`src/ofd_pkg.sv`:
```
// Functional notes
// - extend-subtract size 00 byte, 01 word, 10 long
// - extend-subtract location bit: 0 reg, 1 memory
// - extend-subtract registers: data, or predecrement address
// - multiply type bit: 0 unsigned, 1 signed
// - decimal add location bit: 0 reg, 1 memory
// - decimal add memory form: address registers, predecrement
// - and opmode gives size and result destination
package ofd_pkg;

  // bus register byte offsets
  localparam logic [7:0] OFS_CTRL = 8'h00;
  localparam logic [7:0] OFS_SW_WORD = 8'h04;
  localparam logic [7:0] OFS_RESULT = 8'h08;
  localparam logic [7:0] OFS_LAST_WORD = 8'h0C;
  localparam logic [7:0] OFS_COUNT = 8'h10;
  localparam int unsigned OFS_W = 8;

  // control register
  localparam int unsigned CTRL_W = 2;
  localparam int unsigned CTRL_SRC_BIT = 0;
  localparam int unsigned CTRL_EN_BIT = 1;
  localparam logic [1:0] CTRL_RESET = 2'h2;

  // operation word fields
  localparam int unsigned GRP_HI = 15;
  localparam int unsigned GRP_LO = 12;
  localparam int unsigned RY_HI = 11;
  localparam int unsigned RY_LO = 9;
  localparam int unsigned OPM_HI = 8;
  localparam int unsigned OPM_LO = 6;
  localparam int unsigned SIZE_HI = 7;
  localparam int unsigned SIZE_LO = 6;
  localparam int unsigned MODE_HI = 5;
  localparam int unsigned MODE_LO = 3;
  localparam int unsigned LOC_BIT = 3;
  localparam int unsigned RX_HI = 2;
  localparam int unsigned RX_LO = 0;

  // group codes and fixed patterns
  localparam logic [3:0] GRP_SUB = 4'h9;
  localparam logic [3:0] GRP_CMP = 4'hB;
  localparam logic [3:0] GRP_AND = 4'hC;
  localparam logic [1:0] PAT_EXT_5_4 = 2'h0;
  localparam logic [2:0] PAT_MODE_AREG = 3'h1;
  localparam logic [1:0] PAT_OPM_ADDR = 2'h3;
  localparam logic [4:0] PAT_DADD_8_4 = 5'h10;
  localparam logic [5:0] PAT_SWAP_DD = 6'h28;
  localparam logic [5:0] PAT_SWAP_AA = 6'h29;
  localparam logic [5:0] PAT_SWAP_DA = 6'h31;

  localparam int unsigned WORD_W = 16;
  localparam int unsigned CNT_W = 16;

  typedef enum logic [3:0] {
    OP_NONE = 4'h0,
    OP_SUBTRACT_WITH_EXTEND = 4'h1,
    OP_DATA_COMPARE = 4'h2,
    OP_ADDRESS_COMPARE = 4'h3,
    OP_EXCLUSIVE_OR_TO_DESTINATION = 4'h4,
    OP_MEMORY_COMPARE_POSTINCREMENT = 4'h5,
    OP_LOGICAL_AND = 4'h6,
    OP_UNSIGNED_MULTIPLY_WORD = 4'h7,
    OP_SIGNED_MULTIPLY_WORD = 4'h8,
    OP_DECIMAL_ADD_WITH_EXTEND = 4'h9,
    OP_REGISTER_SWAP = 4'hA
  } ofd_op_type;

  typedef enum logic [1:0] {
    SZ_BYTE = 2'h0,
    SZ_WORD = 2'h1,
    SZ_LONG = 2'h2,
    SZ_NONE = 2'h3
  } ofd_size_type;

  typedef struct packed {
    ofd_op_type op;
    ofd_size_type size;
    logic mem_to_mem;
    logic predec;
    logic postinc;
    logic x_is_addr;
    logic y_is_addr;
    logic to_ea;
    logic signed_op;
    logic [2:0] reg_y;
    logic [2:0] reg_x;
  } ofd_decode_type;

  localparam int unsigned DEC_W = $bits(ofd_decode_type);

endpackage

```
`src/ofd_decoder_top.sv`:
```
`timescale 1ns/1ps
module ofd_decoder_top #(
  parameter int unsigned CNT_W = ofd_pkg::CNT_W
) (
  // clock and reset
  input wire logic hclk,
  input wire logic hresetn,
  // ahb-lite slave
  input wire logic hsel,
  input wire logic [31:0] haddr,
  input wire logic [1:0] htrans,
  input wire logic hwrite,
  input wire logic [2:0] hsize,
  input wire logic [31:0] hwdata,
  input wire logic hready,
  output logic hreadyout,
  output logic hresp,
  output logic [31:0] hrdata,
  // instruction pipeline
  input wire logic [15:0] op_word,
  input wire logic op_valid,
  // execution datapath
  output ofd_pkg::ofd_decode_type dec,
  output logic dec_valid,
  output logic dec_unknown
);

  // bus phase state
  logic pend_q;
  logic pend_d;
  logic pend_wr_q;
  logic pend_wr_d;
  logic [ofd_pkg::OFS_W-1:0] pend_addr_q;
  logic [ofd_pkg::OFS_W-1:0] pend_addr_d;
  logic hready_q;
  logic hready_d;
  logic [31:0] hrdata_q;
  logic [31:0] hrdata_d;
  logic accept;

  // software registers
  logic [ofd_pkg::CTRL_W-1:0] ctrl_q;
  logic [ofd_pkg::CTRL_W-1:0] ctrl_d;
  logic [15:0] sw_word_q;
  logic [15:0] sw_word_d;
  logic sw_go_q;
  logic sw_go_d;
  logic cnt_clr;

  // decode state
  ofd_pkg::ofd_decode_type dec_q;
  ofd_pkg::ofd_decode_type dec_d;
  logic valid_q;
  logic valid_d;
  logic unknown_q;
  logic unknown_d;
  logic [15:0] last_q;
  logic [15:0] last_d;
  logic [CNT_W-1:0] cnt_ok_q;
  logic [CNT_W-1:0] cnt_ok_d;
  logic [CNT_W-1:0] cnt_bad_q;
  logic [CNT_W-1:0] cnt_bad_d;

  // decoder feed
  logic [15:0] feed_word;
  logic feed_valid;
  ofd_pkg::ofd_decode_type feed_dec;
  logic feed_known;

  function automatic logic [CNT_W-1:0] cnt_step(input logic [CNT_W-1:0] cur,
                                                input logic clr, input logic inc);
    logic [CNT_W-1:0] base;
    base = clr ? '0 : cur;
    // an increment in the clear cycle still counts
    if (inc && base != '1)
      cnt_step = base + CNT_W'(1);
    else
      cnt_step = base;
  endfunction

  ofd_field_decode u_decode (
    .word(feed_word),
    .dec(feed_dec),
    .known(feed_known)
  );

  assign accept = hsel && htrans[1] && hready;

  // bus slave: one wait state, then data phase completes
  always_comb
  begin
    pend_d = accept;
    pend_wr_d = pend_wr_q;
    pend_addr_d = pend_addr_q;
    hready_d = !accept;
    hrdata_d = hrdata_q;
    if (accept)
    begin
      pend_wr_d = hwrite;
      pend_addr_d = haddr[ofd_pkg::OFS_W-1:0];
    end
    if (pend_q && !pend_wr_q)
    begin
      hrdata_d = '0;
      unique case (pend_addr_q)
        ofd_pkg::OFS_CTRL:
        begin
          hrdata_d[ofd_pkg::CTRL_W-1:0] = ctrl_q;
        end
        ofd_pkg::OFS_SW_WORD:
        begin
          hrdata_d[15:0] = sw_word_q;
        end
        ofd_pkg::OFS_RESULT:
        begin
          hrdata_d[ofd_pkg::DEC_W-1:0] = dec_q;
          hrdata_d[ofd_pkg::DEC_W] = valid_q;
          hrdata_d[ofd_pkg::DEC_W+1] = unknown_q;
        end
        ofd_pkg::OFS_LAST_WORD:
        begin
          hrdata_d[15:0] = last_q;
        end
        ofd_pkg::OFS_COUNT:
        begin
          hrdata_d[15:0] = 16'(cnt_ok_q);
          hrdata_d[31:16] = 16'(cnt_bad_q);
        end
        default:
        begin
          hrdata_d = '0;
        end
      endcase
    end
  end

  always_ff @(posedge hclk or negedge hresetn)
  begin
    if (!hresetn)
    begin
      pend_q <= 1'b0;
      pend_wr_q <= 1'b0;
      pend_addr_q <= '0;
      hready_q <= 1'b1;
      hrdata_q <= '0;
    end
    else
    begin
      pend_q <= pend_d;
      pend_wr_q <= pend_wr_d;
      pend_addr_q <= pend_addr_d;
      hready_q <= hready_d;
      hrdata_q <= hrdata_d;
    end
  end

  // register writes commit in the first data-phase cycle
  always_comb
  begin
    ctrl_d = ctrl_q;
    sw_word_d = sw_word_q;
    sw_go_d = 1'b0;
    cnt_clr = 1'b0;
    if (pend_q && pend_wr_q)
    begin
      unique case (pend_addr_q)
        ofd_pkg::OFS_CTRL:
        begin
          ctrl_d = hwdata[ofd_pkg::CTRL_W-1:0];
        end
        ofd_pkg::OFS_SW_WORD:
        begin
          sw_word_d = hwdata[15:0];
          sw_go_d = 1'b1;
        end
        ofd_pkg::OFS_COUNT:
        begin
          cnt_clr = 1'b1;
        end
        default:
        begin
          cnt_clr = 1'b0;
        end
      endcase
    end
  end

  always_ff @(posedge hclk or negedge hresetn)
  begin
    if (!hresetn)
    begin
      ctrl_q <= ofd_pkg::CTRL_RESET;
      sw_word_q <= '0;
      sw_go_q <= 1'b0;
    end
    else
    begin
      ctrl_q <= ctrl_d;
      sw_word_q <= sw_word_d;
      sw_go_q <= sw_go_d;
    end
  end

  // source select: pipeline port or software word
  always_comb
  begin
    if (ctrl_q[ofd_pkg::CTRL_SRC_BIT])
    begin
      feed_word = sw_word_q;
      feed_valid = sw_go_q && ctrl_q[ofd_pkg::CTRL_EN_BIT];
    end
    else
    begin
      feed_word = op_word;
      feed_valid = op_valid && ctrl_q[ofd_pkg::CTRL_EN_BIT];
    end
  end

  // decoded fields held until the next accepted word
  always_comb
  begin
    dec_d = dec_q;
    last_d = last_q;
    valid_d = feed_valid;
    unknown_d = feed_valid && !feed_known;
    if (feed_valid)
    begin
      dec_d = feed_dec;
      last_d = feed_word;
    end
    cnt_ok_d = cnt_step(cnt_ok_q, cnt_clr, feed_valid && feed_known);
    cnt_bad_d = cnt_step(cnt_bad_q, cnt_clr, feed_valid && !feed_known);
  end

  always_ff @(posedge hclk or negedge hresetn)
  begin
    if (!hresetn)
    begin
      dec_q <= '0;
      last_q <= '0;
      valid_q <= 1'b0;
      unknown_q <= 1'b0;
      cnt_ok_q <= '0;
      cnt_bad_q <= '0;
    end
    else
    begin
      dec_q <= dec_d;
      last_q <= last_d;
      valid_q <= valid_d;
      unknown_q <= unknown_d;
      cnt_ok_q <= cnt_ok_d;
      cnt_bad_q <= cnt_bad_d;
    end
  end

  assign hreadyout = hready_q;
  assign hresp = 1'b0;
  assign hrdata = hrdata_q;
  assign dec = dec_q;
  assign dec_valid = valid_q;
  assign dec_unknown = unknown_q;

endmodule

```
`src/ofd_field_decode.sv`:
```
`timescale 1ns/1ps
module ofd_field_decode (
  // operation word in
  input wire logic [15:0] word,
  // decoded fields out
  output ofd_pkg::ofd_decode_type dec,
  output logic known
);

  logic [2:0] opm;
  logic [1:0] sz;
  logic loc;

  always_comb
  begin
    opm = word[ofd_pkg::OPM_HI:ofd_pkg::OPM_LO];
    sz = word[ofd_pkg::SIZE_HI:ofd_pkg::SIZE_LO];
    loc = word[ofd_pkg::LOC_BIT];
    dec = '0;
    dec.op = ofd_pkg::OP_NONE;
    dec.size = ofd_pkg::SZ_NONE;
    dec.reg_x = word[ofd_pkg::RX_HI:ofd_pkg::RX_LO];
    dec.reg_y = word[ofd_pkg::RY_HI:ofd_pkg::RY_LO];
    unique case (word[ofd_pkg::GRP_HI:ofd_pkg::GRP_LO])
      ofd_pkg::GRP_SUB:
      begin
        if (word[ofd_pkg::OPM_HI] && sz != ofd_pkg::SZ_NONE
            && word[ofd_pkg::MODE_HI:ofd_pkg::MODE_HI-1] == ofd_pkg::PAT_EXT_5_4)
        begin
          dec.op = ofd_pkg::OP_SUBTRACT_WITH_EXTEND;
          dec.size = ofd_pkg::ofd_size_type'(sz);
          dec.mem_to_mem = loc;
          dec.predec = loc;
          dec.x_is_addr = loc;
          dec.y_is_addr = loc;
        end
      end
      ofd_pkg::GRP_CMP:
      begin
        if (opm[1:0] == ofd_pkg::PAT_OPM_ADDR)
        begin
          dec.op = ofd_pkg::OP_ADDRESS_COMPARE;
          dec.size = opm[2] ? ofd_pkg::SZ_LONG : ofd_pkg::SZ_WORD;
          dec.y_is_addr = 1'b1;
        end
        else if (!opm[2])
        begin
          dec.op = ofd_pkg::OP_DATA_COMPARE;
          dec.size = ofd_pkg::ofd_size_type'(opm[1:0]);
        end
        else if (word[ofd_pkg::MODE_HI:ofd_pkg::MODE_LO] == ofd_pkg::PAT_MODE_AREG)
        begin
          dec.op = ofd_pkg::OP_MEMORY_COMPARE_POSTINCREMENT;
          dec.size = ofd_pkg::ofd_size_type'(opm[1:0]);
          dec.mem_to_mem = 1'b1;
          dec.postinc = 1'b1;
          dec.x_is_addr = 1'b1;
          dec.y_is_addr = 1'b1;
        end
        else
        begin
          dec.op = ofd_pkg::OP_EXCLUSIVE_OR_TO_DESTINATION;
          dec.size = ofd_pkg::ofd_size_type'(opm[1:0]);
          dec.to_ea = 1'b1;
        end
      end
      ofd_pkg::GRP_AND:
      begin
        if (word[ofd_pkg::OPM_HI:ofd_pkg::MODE_HI-1] == ofd_pkg::PAT_DADD_8_4)
        begin
          dec.op = ofd_pkg::OP_DECIMAL_ADD_WITH_EXTEND;
          dec.size = ofd_pkg::SZ_BYTE;
          dec.mem_to_mem = loc;
          dec.predec = loc;
          dec.x_is_addr = loc;
          dec.y_is_addr = loc;
        end
        else if (word[ofd_pkg::OPM_HI:ofd_pkg::MODE_LO] == ofd_pkg::PAT_SWAP_DD
                 || word[ofd_pkg::OPM_HI:ofd_pkg::MODE_LO] == ofd_pkg::PAT_SWAP_AA
                 || word[ofd_pkg::OPM_HI:ofd_pkg::MODE_LO] == ofd_pkg::PAT_SWAP_DA)
        begin
          dec.op = ofd_pkg::OP_REGISTER_SWAP;
          dec.size = ofd_pkg::SZ_LONG;
          dec.x_is_addr = word[ofd_pkg::LOC_BIT];
          dec.y_is_addr = (word[ofd_pkg::OPM_HI:ofd_pkg::MODE_LO] == ofd_pkg::PAT_SWAP_AA);
        end
        else if (opm[1:0] == ofd_pkg::PAT_OPM_ADDR)
        begin
          dec.op = opm[2] ? ofd_pkg::OP_SIGNED_MULTIPLY_WORD
                          : ofd_pkg::OP_UNSIGNED_MULTIPLY_WORD;
          dec.size = ofd_pkg::SZ_WORD;
          dec.signed_op = opm[2];
        end
        else
        begin
          dec.op = ofd_pkg::OP_LOGICAL_AND;
          dec.size = ofd_pkg::ofd_size_type'(opm[1:0]);
          dec.to_ea = opm[2];
        end
      end
      default:
      begin
        dec.op = ofd_pkg::OP_NONE;
      end
    endcase
    known = (dec.op != ofd_pkg::OP_NONE);
  end

endmodule

```
`config.mk`:
```
export PLATFORM = sky130hd
export DESIGN_NAME = ofd_decoder_top
export DESIGN_NICKNAME = d
export VERILOG_FILES = /design/src/ofd_pkg.sv /design/src/ofd_decoder_top.sv /design/src/ofd_field_decode.sv
export SDC_FILE = /design/constraint.sdc
export NUM_CORES = 1
export LEC_CHECK = 0
export BUFFER_PORTS_ARGS = -buffer_cell sky130_fd_sc_hd__buf_2
export CAP_MARGIN = 30
export CORE_MARGIN = 4
export CORE_UTILIZATION = 54
export CTS_BUF_LIST = sky130_fd_sc_hd__clkbuf_16
export DETAILED_ROUTE_END_ITERATION = 16
export PLACE_DENSITY = 0.8
export SLEW_MARGIN = 20
export SYNTH_ARGS = -nofsm -noshare
export SYNTH_HDL_FRONTEND = slang
export SYNTH_SLANG_ARGS = --single-unit
export TNS_END_PERCENT = 50
```
`constraint.sdc`:
```
create_clock -name hclk -period 4.3 [get_ports hclk]
set_clock_uncertainty 0.05 [all_clocks]
set_input_delay 0.215 -clock hclk [delete_from_list [all_inputs] [get_ports hclk]]
set_output_delay 0.215 -clock hclk [all_outputs]
set_load 0.02 [all_outputs]
```
==> impl_metrics.csv <==
group,metric,value,unit
cts,clk_latency,0.42,ns
cts,path_clk_slew,0.06,ns
worst_hold_path,hold_class,"in2reg",
detailed_routing,drt-total-wl,17500,um
sta,finalMaxSlewViolations,0,
yosys,ys_warn_count,0,
power,total_leakage_power,3.66,nW
final_layout,antenna_cells,0,
worst_setup_path,rr_startpoint,"pend_addr_q[1]",
detailed_routing,drt_first_iter_violations,748,
place,io_buffers,100,
yosys,synthDistinctLibCells,63,
detailed_routing,met1Wirelength,7550,um
grt,grt_pass1_vias,5586,
floorplanning,die_x,116,um
sta,max_freq,0.280,GHz
grt,grt_max_degree,53,
sta,rsz0062_at_grt,"no",
sta,timing.final.crit_share,83.0,%
place,finalWeightedCongestion,0.949,
worst_setup_path,critPathMaxFanout,11,
worst_setup_path,cp-end-kind,"register",
floorplanning,fp-row-count,39,
yosys,syn_area,0.00633,mm2
sta,setup_tns,0,ns
final_layout,nNetsFinal,848,
yosys,synth_cells,641,
sta,setup_violations,0,
detailed_routing,route.met2.wl,8280,um
final_layout,fill_cells,858,
grt,grt_use_total,26.7,%
sta,worstMarginPinSlew,0.856,ns
power,powerDensity,414,mW/mm2
power,seqPwrFrac,44.8,%
power,ir_drop,0.315,mV
sta,max-slew-margin-rel,42.9,%
detailed_routing,drc,0,
final_layout,layout-drive-gt1-share,24.1,%
floorplanning,die_h,116,um
cts,cts-buffers-inserted,17,
floorplanning,die_area,0.0135,mm2
worst_hold_path,hold_path_depth,3,
grt,grt_pass1_wl,28000,um
yosys,ys_seq_elements,125,
power,intPower,0.00227,W
cts,root_buffer,"clkbuf_16",
yosys,syn-num-nets,734,
grt,antenna_found_initial,0,
floorplanning,ios,146,
sta,hold_viol,0,
worst_setup_path,critPathTopFamily,"simple AND/OR/NAND/NOR gates",
sta,setup_ws,0.731,ns
power,sw_frac_of_total,29.0,%
cts,clock_path_buffers,2,
yosys,avgSynthCellArea,9.88,um2
place,dpl.hpwl,12100,um
sta,hold_ws,0.0491,ns
sta,period_needed,3.57,ns
worst_hold_path,hold_path_end,"dec[3]",
worst_hold_path,hold_start,"op_word[9]",
power,p_sw,0.000929,W
detailed_routing,viasPerCell,6.23,
floorplanning,start_util,55.2,%
cts,ctsResizeCount,0,
worst_setup_path,path_buf_inv,0,
detailed_routing,wl_per_cell,19.3,um
worst_setup_path,cp_num_cells,10,
cts,cts.sinks,125,
power,pwr-share-comb,13.8,%
worst_setup_path,cp_data_arrival_time,3.86,ns
cts,h-tree-depth,4,
worst_setup_path,regToRegEndpoint,"cnt_bad_q[15]",
detailed_routing,drt-pass1-iter-count,6,
worst_setup_path,ff2ff_setup_slack,0.73,ns
detailed_routing,wl_met3,1340,um
cts,tritoncts,"built",
worst_setup_path,max_stage_delay,0.51,ns
run_status,outcome,"finished clean",
floorplanning,fp.coreArea,0.0115,mm2
worst_setup_path,crit_slowest_cell,"nor4_1",
worst_setup_path,reg2reg_depth,10,
detailed_routing,via_count,5675,
worst_setup_path,cp.required,4.59,ns
yosys,dominantRegCellSynth,"dfrtp_1",
worst_setup_path,cp_cell_sequence,"nor4_1 -> and4b_1 -> nand3_1 -> and2_1 -> ha_1 -> nand3_1 -> nor4_1 -> or4_1 -> or3_1 -> a21oi_1",
yosys,synth_edf_count,0,
grt,overflow,0,
worst_setup_path,path_class,"reg2reg",
power,p_clk_share,41.4,%
run,maxCapViolCount,0,
worst_setup_path,start_kind,"register",
final_layout,syn_to_final_growth,22.0,%
detailed_routing,top_layer,"met4",
final_layout,final_util,67.4,%
place,pre_cts_ws,0.776,ns
detailed_routing,ant_nets,0,
yosys,ys_seq_area_share,49.4,%
yosys,async_flop_share,100,%
repair_timing:
action | CTS | global route
hold buffers | 26 | 0
hold endpoints to repair | 75 | 0
setup buffers | 0 | 0
placed cells by master (no fill, tap or decap), drive strengths merged, types with 5 or more instances in the layout:
| master | count |
|---|---|
| mux2i | 16 |
| and4b | 5 |
| nand4 | 11 |
| a21oi | 18 |
| a222oi | 13 |
| a31oi | 6 |
| or3 | 12 |
| a22o | 16 |
| a22oi | 8 |
| nor4 | 6 |
| xor2 | 7 |
| and4 | 5 |
| and2 | 6 |
| dlygate4sd3 | 26 |
| nor3 | 9 |
| or4 | 8 |
| dfrtp | 123 |
| mux2 | 31 |
| inv | 9 |
| and3 | 10 |
| clkbuf | 17 |
| nand3 | 23 |
| buf | 111 |
| nor2 | 27 |
| clkinv | 10 |
| o21ai | 55 |
| o211ai | 5 |
| nand2b | 5 |
| nand2 | 113 |
| o21a | 5 |
power groups by stage:
stage / combinational [W] / sequential [W] / clock, W
6_report: 0.000441 / 0.00143 / 0.00132
5_1_grt: 0.000487 / 0.00145 / 0.00139
3_5_place_dp: 0.000416 / 0.00145 / 0
3_3_place_gp: 0.000394 / 0.00144 / 0
2_1_floorplan: 0.000296 / 0.00140 / 0
4_1_cts: 0.000438 / 0.00143 / 0.00134
metal layers:
metal	GRT usage, %	vias to the layer above
li1	-	2588
met5	0	-
met2	42.6	254
met4	9.82	0
met3	5.54	37
met1	36.3	2796
synthesized netlist by cell type, types with 8 or more instances:
cell / instances / share of area, %
o21ai_0: 55 / 4.3
nor3_1: 9 / 0.71
nand4_1: 11 / 1.1
mux2i_1: 16 / 2.5
a21oi_1: 18 / 1.4
mux2_4: 9 / 2.1
inv_1: 8 / 0.47
or3_1: 12 / 1.2
and3_1: 10 / 0.99
nor2_1: 27 / 1.6
nand2_1: 113 / 6.7
nand3_1: 22 / 1.7
a22o_1: 16 / 2.2
mux2_2: 22 / 3.9
a222oi_1: 13 / 2.1
clkbuf_1: 20 / 1.2
a22oi_1: 8 / 0.95
dfrtp_1: 123 / 49
worst max-delay path by stage:
stage                               from             to  slack [ns]
after detailed placement  pend_addr_q[1]  cnt_bad_q[15]        0.78
after global placement    pend_addr_q[1]  cnt_bad_q[15]        0.90
final                     pend_addr_q[1]  cnt_bad_q[15]        0.73
after floorplan           pend_addr_q[1]  cnt_bad_q[15]        1.33
after global routing           ctrl_q[0]  cnt_bad_q[12]        0.48
after CTS                 pend_addr_q[1]  cnt_bad_q[15]        0.74
metrics by stage:
step | area (um2) | power (W) | cells
after floorplan | 6330 | 0.00170 | 641
after global placement | 6900 | 0.00183 | 852
after detailed placement | 6920 | 0.00186 | 853
after CTS | 7730 | 0.00321 | 911
after global routing | 7730 | 0.00333 | 911
final | 7730 | 0.00320 | 911
final cells by class:
| type | count | area, um2 | share of cell area, % |
|---|---|---|---|
| clock buffers | 17 | 425 | 5.51 |
| repair buffers | 137 | 858 | 11.1 |
| well taps | 143 | 179 | 2.32 |
| inverters | 9 | 33.8 | 0.437 |
| flip-flops and latches | 125 | 3130 | 40.5 |
| multi-input cells | 465 | 2980 | 38.5 |
| clock inverters | 15 | 125 | 1.62 |
worst register-to-register path, stage by stage (launching register included):
cell	delay (ns)
dfrtp_1	0.39
nor4_1	0.51
and4b_1	0.29
nand3_1	0.38
and2_1	0.35
ha_1	0.22
nand3_1	0.20
nor4_1	0.14
or4_1	0.51
or3_1	0.32
a21oi_1	0.14
kinds of logic (layout without fill, tap and decap cells):
group                    after synthesis  count (layout)  share of synthesized area, %
AO/OA/AOI/OAI                        151             151                          16.0
XOR/XNOR                               8               8                          1.11
adder cells (fa/ha/maj)                2               2                         0.395
flip-flops                           125             125                          49.4
other                                  1               1                        0.0592
buffers and inverters                 51             178                          3.69
multiplexers                          47              47                          8.57
AND/OR/NAND/NOR                      256             256                          20.7
flip-flops by register name, summed over array words and instances, names as in the netlist:
name,cells
hrdata,32
dec,17
cnt_bad_q,16
cnt_ok_q,16
sw_word_q,16
last_q,12
pend_addr_q,8
ctrl_q,2
dec_unknown,1
dec_valid,1
hreadyout,1
pend_q,1
pend_wr_q,1
sw_go_q,1
Power figures use the tool's default switching activity.
